$ cat src/shared/pcsm_pkg.sv
package pcsm_pkg;
    // Register byte addresses
    localparam logic [7:0] ADDR_PER = 8'h00;
    localparam logic [7:0] ADDR_DIR = 8'h04;
    localparam logic [7:0] ADDR_DATA = 8'h08;
    localparam logic [7:0] ADDR_SEL = 8'h0C;
    localparam logic [7:0] ADDR_TOE = 8'h10;
    localparam logic [7:0] ADDR_PIN = 8'h14;
    localparam logic [7:0] ADDR_MODE = 8'h18;
    // Port C geometry
    localparam int PORT_WIDTH = 11;
    localparam int LOW_PINS = 4;
    // Reset values: low and middle pins start as peripheral, dedicated pins as GPIO
    localparam logic [10:0] PER_RESET = 11'h0FF;
    localparam logic [10:0] DIR_RESET = 11'h000;
    localparam logic [10:0] DATA_RESET = 11'h000;
    localparam logic SEL_RESET = 1'b0;
    localparam logic [3:0] TOE_RESET = 4'h0;
    // Per-pin function codes shown in the mode register
    typedef enum logic [1:0] {
        PCSM_GPIO_IN,
        PCSM_GPIO_OUT,
        PCSM_ALT_IN,
        PCSM_ALT_OUT
    } pcsm_mode_e;
    // Select values
    localparam logic SEL_DECODER = 1'b0;
    localparam logic SEL_SERIAL = 1'b1;
endpackage : pcsm_pkg

$ cat src/verilog/pcsm_mux.sv
// Decided for this implementation: the register offsets and the AHB-Lite register port.
`timescale 1ns/10ps
module pcsm_mux (
    // AHB-Lite slave
    input wire logic hclk,
    input wire logic hresetn,
    input wire logic hsel,
    input wire logic [31:0] haddr,
    input wire logic [1:0] htrans,
    input wire logic hwrite,
    input wire logic [2:0] hsize,
    input wire logic [31:0] hwdata,
    input wire logic hready,
    output logic [31:0] hrdata,
    output logic hreadyout,
    output logic hresp,
    // Port C pads
    input wire logic [10:0] pad_in,
    output logic [10:0] pad_out,
    output logic [10:0] pad_oe,
    // Low pins: decoder one / timer group b side
    output logic [3:0] quad_decoder_one_in,
    input wire logic [3:0] timer_group_b_out,
    input wire logic [3:0] timer_output_enable,
    // Low pins: serial peripheral one side
    output logic [3:0] serial_peripheral_one_in,
    input wire logic [3:0] serial_peripheral_one_out,
    input wire logic [3:0] serial_peripheral_one_oe,
    // Middle pins: decoder zero / timer group a side
    output logic [3:0] quad_decoder_zero_in,
    input wire logic [3:0] timer_group_a_out,
    input wire logic [3:0] timer_group_a_oe
);
    logic [10:0] port_c_peripheral_enable;
    logic [10:0] port_c_direction;
    logic [10:0] port_c_data;
    logic port_c_peripheral_select;
    logic wr_pend;
    logic [7:0] wr_addr;
    logic [10:0] next_out;
    logic [10:0] next_oe;
    logic [21:0] mode_bits;

    assign hreadyout = 1'b1;
    assign hresp = 1'b0;

    function automatic pcsm_pkg::pcsm_mode_e pin_mode(input logic per, input logic oe);
        if (!per) begin
            pin_mode = oe ? pcsm_pkg::PCSM_GPIO_OUT : pcsm_pkg::PCSM_GPIO_IN;
        end else begin
            pin_mode = oe ? pcsm_pkg::PCSM_ALT_OUT : pcsm_pkg::PCSM_ALT_IN;
        end
    endfunction : pin_mode

    // Address phase captured; write lands in the data phase
    always_ff @(posedge hclk or negedge hresetn) begin
        if (!hresetn) begin
            wr_pend <= 1'b0;
            wr_addr <= 8'h00;
        end else if (hready) begin
            wr_pend <= hsel && htrans[1] && hwrite;
            wr_addr <= haddr[7:0];
        end
    end

    always_ff @(posedge hclk or negedge hresetn) begin
        if (!hresetn) begin
            port_c_peripheral_enable <= pcsm_pkg::PER_RESET;
            port_c_direction <= pcsm_pkg::DIR_RESET;
            port_c_data <= pcsm_pkg::DATA_RESET;
            port_c_peripheral_select <= pcsm_pkg::SEL_RESET;
        end else if (wr_pend) begin
            case (wr_addr)
                pcsm_pkg::ADDR_PER: port_c_peripheral_enable <= hwdata[10:0];
                pcsm_pkg::ADDR_DIR: port_c_direction <= hwdata[10:0];
                pcsm_pkg::ADDR_DATA: port_c_data <= hwdata[10:0];
                pcsm_pkg::ADDR_SEL: port_c_peripheral_select <= hwdata[0];
                default: ;
            endcase
        end
    end

    // Pad steering
    always_comb begin
        for (int i = 0; i < pcsm_pkg::PORT_WIDTH; i++) begin
            next_out[i] = port_c_data[i];
            next_oe[i] = port_c_direction[i];
        end
        for (int i = 0; i < pcsm_pkg::LOW_PINS; i++) begin
            if (port_c_peripheral_enable[i]) begin
                if (port_c_peripheral_select == pcsm_pkg::SEL_SERIAL) begin
                    next_out[i] = serial_peripheral_one_out[i];
                    next_oe[i] = serial_peripheral_one_oe[i];
                end else begin
                    next_out[i] = timer_group_b_out[i];
                    next_oe[i] = timer_output_enable[i];
                end
            end
            if (port_c_peripheral_enable[i + 4]) begin
                next_out[i + 4] = timer_group_a_out[i];
                next_oe[i + 4] = timer_group_a_oe[i];
            end
        end
        // Pins 8..10 are dedicated GPIO: enable bit ignored
        for (int i = 8; i < pcsm_pkg::PORT_WIDTH; i++) begin
            next_out[i] = port_c_data[i];
            next_oe[i] = port_c_direction[i];
        end
    end

    // Registered pad drive; inputs gated so the unselected group sees zero
    always_ff @(posedge hclk or negedge hresetn) begin
        if (!hresetn) begin
            pad_out <= 11'h000;
            pad_oe <= 11'h000;
            quad_decoder_one_in <= 4'h0;
            serial_peripheral_one_in <= 4'h0;
            quad_decoder_zero_in <= 4'h0;
        end else begin
            pad_out <= next_out;
            pad_oe <= next_oe;
            quad_decoder_one_in <= pad_in[3:0] & port_c_peripheral_enable[3:0]
                & {4{port_c_peripheral_select == pcsm_pkg::SEL_DECODER}};
            serial_peripheral_one_in <= pad_in[3:0] & port_c_peripheral_enable[3:0]
                & {4{port_c_peripheral_select == pcsm_pkg::SEL_SERIAL}};
            quad_decoder_zero_in <= pad_in[7:4] & port_c_peripheral_enable[7:4];
        end
    end

    always_comb begin
        mode_bits = '0;
        for (int i = 0; i < pcsm_pkg::PORT_WIDTH; i++) begin
            mode_bits[2*i +: 2] = pin_mode(port_c_peripheral_enable[i] && i < 8, next_oe[i]);
        end
    end

    // Read data registered at the address phase
    always_ff @(posedge hclk or negedge hresetn) begin
        if (!hresetn) begin
            hrdata <= 32'h0000_0000;
        end else if (hready && hsel && htrans[1] && !hwrite) begin
            case (haddr[7:0])
                pcsm_pkg::ADDR_PER: hrdata <= {21'h0, port_c_peripheral_enable};
                pcsm_pkg::ADDR_DIR: hrdata <= {21'h0, port_c_direction};
                pcsm_pkg::ADDR_DATA: hrdata <= {21'h0, port_c_data};
                pcsm_pkg::ADDR_SEL: hrdata <= {31'h0, port_c_peripheral_select};
                pcsm_pkg::ADDR_TOE: hrdata <= {28'h0, timer_output_enable};
                pcsm_pkg::ADDR_PIN: hrdata <= {21'h0, pad_in};
                pcsm_pkg::ADDR_MODE: hrdata <= {10'h0, mode_bits};
                default: hrdata <= 32'h0000_0000;
            endcase
        end
    end

    // Checks
    timer_out_path_a: assert property (@(posedge hclk) disable iff (!hresetn)
        port_c_peripheral_enable[0] && !port_c_peripheral_select
        |=> pad_oe[0] == $past(timer_output_enable[0]))
        else $error("timer pin 0 enable mismatch");
    serial_path_a: assert property (@(posedge hclk) disable iff (!hresetn)
        port_c_peripheral_enable[1] && port_c_peripheral_select
        |=> pad_out[1] == $past(serial_peripheral_one_out[1]))
        else $error("serial pin 1 data mismatch");
    gpio_dir_a: assert property (@(posedge hclk) disable iff (!hresetn)
        !port_c_peripheral_enable[2] |=> pad_oe[2] == $past(port_c_direction[2]))
        else $error("gpio direction mismatch");
    dedicated_gpio_a: assert property (@(posedge hclk) disable iff (!hresetn)
        1'b1 |=> pad_out[9] == $past(port_c_data[9]))
        else $error("dedicated pin not gpio");
    exclusive_input_a: assert property (@(posedge hclk) disable iff (!hresetn)
        (quad_decoder_one_in & serial_peripheral_one_in) == 4'h0)
        else $error("both groups receive pins");
    reset_decoder_a: assert property (@(posedge hclk)
        $rose(hresetn) |-> port_c_peripheral_enable[3:0] == 4'hF
        && port_c_peripheral_select == pcsm_pkg::SEL_DECODER)
        else $error("reset function not decoder");
    select_write_a: assert property (@(posedge hclk) disable iff (!hresetn)
        wr_pend && wr_addr == pcsm_pkg::ADDR_SEL |=> port_c_peripheral_select == $past(hwdata[0]))
        else $error("select write lost");
    mid_timer_a: assert property (@(posedge hclk) disable iff (!hresetn)
        port_c_peripheral_enable[5] |=> pad_oe[5] == $past(timer_group_a_oe[1]))
        else $error("timer group a pin mismatch");
    serial_sel_c: cover property (@(posedge hclk) disable iff (!hresetn)
        port_c_peripheral_select && port_c_peripheral_enable[0]);
    gpio_out_c: cover property (@(posedge hclk) disable iff (!hresetn)
        !port_c_peripheral_enable[0] && port_c_direction[0]);
    timer_out_c: cover property (@(posedge hclk) disable iff (!hresetn)
        pad_oe[0] && port_c_peripheral_enable[0] && !port_c_peripheral_select);
endmodule : pcsm_mux

$ cat config.mk
export PLATFORM = sky130hd
export DESIGN_NAME = pcsm_mux
export DESIGN_NICKNAME = d
export VERILOG_FILES = /design/src/shared/pcsm_pkg.sv /design/src/verilog/pcsm_mux.sv
export SDC_FILE = /design/constraint.sdc
export NUM_CORES = 1
export LEC_CHECK = 0
export BUFFER_PORTS_ARGS = -buffer_cell sky130_fd_sc_hd__buf_2
export CELL_PAD_IN_SITES_DETAIL_PLACEMENT = 1
export CELL_PAD_IN_SITES_GLOBAL_PLACEMENT = 1
export CORE_MARGIN = 1.5
export CORE_UTILIZATION = 37
export DETAILED_ROUTE_END_ITERATION = 8
export MAX_ROUTING_LAYER = met4
export PLACE_DENSITY = 0.83
export RECOVER_POWER = 100
export SYNTH_ARGS = -nofsm -noshare
export SYNTH_HDL_FRONTEND = slang
export SYNTH_SLANG_ARGS = --single-unit
$ cat constraint.sdc
create_clock -name hclk -period 2.1 [get_ports hclk]
set_input_delay 0.42 -clock hclk [delete_from_list [all_inputs] [get_ports hclk]]
set_output_delay 0.42 -clock hclk [all_outputs]
set_load 0.01 [all_outputs]
======== Word-level counts from Yosys, hierarchy flattened ========
Cells that the tools add are included.
word-level totals
  flip-flop bits (word level) ............. 109
  input bits .............................. 109
  word-level logic and storage cells ...... 90
cells by class
  equal/unequal tests ..................... 9
  multiplexer cells ....................... 52
  bitwise logic cells ..................... 5
  reductions and logical operators ........ 12
operators by type and width
  kind                                           count
  case mux 21 bit (7 select lines)               1
  two-way mux 1 bit                              43
  == test 8 x 4 -> 1 bit, second input constant  4
  == test 8 x 5 -> 1 bit, second input constant  3
  bitwise AND 4 bit                              4
  == test 8 x 3 -> 1 bit, second input constant  2
  logical NOT 8 bit                              2
  two-way mux 2 bit                              8
  AND reduction 2 bit                            4
  logical AND 1 bit                              5
  logical NOT 1 bit                              1
  inverter 1 bit                                 1

======== Longest topological paths before layout ========
  depth after elaboration ................. 5
  mapped depth ............................ 6
  depth with buffers taken out ............ 4

======== Worst setup path before layout ========
No wires, ideal clock.
  path kind ............................... reg2reg
  from .................................... register wr_addr[4]
  to ...................................... register port_c_peripheral_enable[10]
  setup time .............................. 0.125 ns
  arrival time ............................ 1.825 ns
  required time ........................... 1.975 ns
  slack ................................... 0.150 ns
  cell stages (with the launch flop) ...... 6
  period minus slack after synthesis ...... 1.950 ns
  cell sequence ........................... dfrtp_1 or4b_4 nor4_4 nor3b_2 buf_4 mux2_2
on the way
  word-level cells in the longest chain between the ends .. 2
ends and longest elaborated chain
  what                           line            RTL
  start: declaration             pcsm_mux.sv:39  logic [7:0] wr_addr;
  start signal: assignment       pcsm_mux.sv:62  wr_addr <= haddr[7:0];
  logical NOT 8 bit              pcsm_mux.sv:73  case (wr_addr)
  AND reduction 2 bit (no line)  --
  end signal: assignment         pcsm_mux.sv:68  port_c_peripheral_enable <= pcsm_pkg::PER_RESET;
  end signal: assignment         pcsm_mux.sv:74  pcsm_pkg::ADDR_PER: port_c_peripheral_enable <= hwdata[10:0];
  end: declaration               pcsm_mux.sv:34  logic [10:0] port_c_peripheral_enable;
Every way passes these cells.
A chain may end at the register's enable or synchronous reset.

======== Final worst setup path ========
  from .................................... register wr_addr[4]
  to ...................................... register port_c_peripheral_enable[3]
Same word-level chain as after synthesis.

==> metrics.yaml <==
sta:
  max_freq_mhz: 484
  finalWorstPathRequiredPeriod_ns: 2.07
  fin_crit_sh: 0.984
  slew_headroom: -0.241
  hold_viol_final: 0
  slew_violations: 35
  fin_worst_skew_ns: 0.00573
  setup_slack_ns: 0.0327
  finalSetupViolations: 0
  rsz0062_at_grt: "true"
  worst_pin_slew_ns: 1.86
routing:
  ant_nets: 0
  wl_per_cell_um: 19.6
  via_per_inst: 5.29
  drt-initial-drc-count: 178
  drc: 0
  vias: 3152
  wirelength_um: 11700
  dr.pass1.iters: 4
pwr:
  vdd_ir_drop_max_mv: 0.330
  powerDensity_mw_per_mm2: 791
  leakagePower_nw: 2.33
status:
  violations: "max-capacitance violations, max-slew violations"
  status: "finished, violations left"
global_routing:
  grt_pass1_wl_um: 18100
  antenna_found_initial: 0
  grt_pass1_vias: 3325
  grt_max_degree: 46
  gr-total-overflow: 0
  grt_usage: 0.214
placed_design:
  placed_cell_area_mm2: 0.00495
  pre_cts_slack_ns: 0.0345
  dp_hpwl_um: 8610
  routabilityCongestion: 0.811
  port_buffers: 112
  dp.cells: 579
layout:
  seq_area_mm2: 0.00241
  drive_gt1_frac: 0.305
  final_cell_area_mm2: 0.00515
  fill_cells: 1213
  final_net_count: 560
  n_antenna_cell: 0
  synthToLayoutAreaGrowth_pct: 23.0
  multi_input_area_mm2: 0.00161
  fin_cells: 596
  final_util: 0.471
setup_path:
  crit_fanout: 6
  r2r-end: "port_c_peripheral_enable[3]"
  critPathKind: "flip-flop to flip-flop"
  path_buf_inv: 1
  cp-start-kind: "flip-flop"
  reg2reg_depth: 5
  worst-path-stages: 5
  reg2reg_from: "wr_addr[4]"
  arrival_ns: 2.34
  r2r_slack_ns: 0.03
  slowest_delay_ns: 0.54
  worstPathRequired_ns: 2.37
  crit_family: "simple AND/OR/NAND/NOR gates"
  cp-end-kind: "flip-flop"
  crit_chain: "or4b_4 -> nor4_4 -> nor3b_4 -> buf_4 -> mux2_2"
  cp_slowest_cell: "or4b_4"
floorplanning:
  rows: 38
  fp.dieW_um: 109
  die_y_um: 109
  core_area_mm2: 0.0109
  io_pins: 177
  dieArea_mm2: 0.0120
  start_util: 0.383
logic_synthesis:
  netlist_instances: 330
  synth_xor_area_frac: 0
  synth_edf_count: 0
  synth_fa_ha_area_frac: 0
  netlist_area_mm2: 0.00419
  synth_warnings: 0
  yosys.area.top_type_share: 0.526
  synth-main-ff-cell: "dfrtp_1"
  ys_seq_area_frac: 0.576
  synth_commonest_cells: "dfrtp_1 (88), mux2_2 (46), nor2_1 (18)"
  postSynthAreaPerCell_um2: 12.7
  synthMuxAreaShare: 0.178
  synth_top_family_by_area: "multiplexers"
  yosysTopAreaCell: "dfrtp_1"
  synth_most_common_cell: "dfrtp_1"
  synthArstFlopShare: 1.00
  ys_types: 42
  ys_seq_elements: 96
  synth_simple_gate_area_frac: 0.0888
  ys_top_cells_by_area: "dfrtp_1 (53%), mux2_2 (12%), dfstp_2 (5.0%)"
  synth-compound-area-share: 0.104
worst_hold_path:
  hold_end: "pad_out[4]"
  holdCritPathClass: "input port to flip-flop"
  hold_depth: 2
  min_from: "timer_group_a_out[0]"
cts:
  cts_inserted_buffers: 9
  cts_tree: "yes"
  cts_max_level: 3
  cts-root-buf: "clkbuf_16"
  cts_sinks: 96
  worstSkewPairLatency_ns: 0.35
  clk_pin_slew_ns: 0.07
  cts.path.max_buffers: 2
run:
  max_cap_viol_count: 1
-- area by class of cell --
cell class	count	area share
Multi-Input combinational cell	207	0.314
Inverter	3	0.00219
Clock inverter	3	0.00826
Timing Repair Buffer	134	0.125
Sequential cell	96	0.469
Clock buffer	13	0.0486
Tap cell	140	0.0340
-- through the flow --
stage | setup TNS [ns] | power (mW) | hold WS, ns
3_3_place_gp | 0 | 2.45 | 0.386
5_1_grt | -0.657 | 4.23 | 0.307
3_5_place_dp | 0 | 2.48 | 0.399
6_report | 0 | 4.07 | 0.307
4_1_cts | 0 | 4.13 | 0.0268
2_1_floorplan | 0 | 2.27 | 0.124
-- report_power, final --
part | internal [mW] | total, mW | switching, mW
sequential | 1.95 | 2.03 | 0.0803
clock | 0.955 | 1.64 | 0.689
combinational | 0.173 | 0.396 | 0.224
total | 3.08 | 4.07 | 0.993
-- state kept, by name, summed over array words and instances (netlist names), 4 cells and up --
name	flops
quad_decoder_zero_in	4
port_c_direction	11
hrdata	19
port_c_data	11
wr_addr	8
pad_out	11
pad_oe	11
serial_peripheral_one_in	4
port_c_peripheral_enable	11
quad_decoder_one_in	4
-- timing repair --
| item | in CTS | in global routing |
|---|---|---|
| gates resized for setup | 0 | 1 |
| endpoints found under the hold margin | 0 | 0 |
| endpoints found under the setup margin | 0 | 19 |
| buffers inserted | 0 | 1 |
| hold buffers | 0 | 0 |
-- worst max-delay path by stage --
stage          startpoint                      endpoint  slack (ns)
6_report       wr_addr[4]   port_c_peripheral_enable[3]        0.03
3_3_place_gp   wr_addr[4]   port_c_peripheral_enable[9]        0.06
2_1_floorplan  wr_addr[4]  port_c_peripheral_enable[10]        0.15
4_1_cts        wr_addr[4]   port_c_peripheral_enable[8]        0.02
3_5_place_dp   wr_addr[4]   port_c_peripheral_enable[8]        0.03
5_1_grt        wr_addr[4]   port_c_peripheral_enable[1]       -0.06
-- layer usage --
layer,up-vias,share of wire,GRT usage
met3,26,0.055,0.0439
met5,-,0,-
met4,0,0.027,0.0937
met2,118,0.50,0.352
met1,1601,0.42,0.255
li1,1407,-,-
-- cells by family (layout without fill, tap and decap cells) --
family | after synthesis | in the layout
buffers and inverters | 40 | 153
and+or+nand+nor | 65 | 65
DFF | 96 | 96
other | 2 | 15
AOI/OAI and AO/OA | 60 | 60
muxes | 67 | 67
-- cells in the final DEF, fill, tap and decap left out, types with 7 or more instances in the layout --
cell type,count
a21oi_1,10
a22o_1,12
a22oi_1,7
buf_2,57
buf_4,16
clkbuf_1,63
clkbuf_16,9
conb_1,15
dfrtp_1,88
mux2_1,8
mux2_2,42
mux2i_1,16
nand2_1,12
nor2_1,18
o21ai_0,9
-- worst reg2reg max path: stages (launching register included) --
cell and delay [ns]:
dfrtp_1 0.38, or4b_4 0.54, nor4_4 0.24, nor3b_4 0.26, buf_4 0.21, mux2_2 0.36
Power figures use the tool's default switching activity.
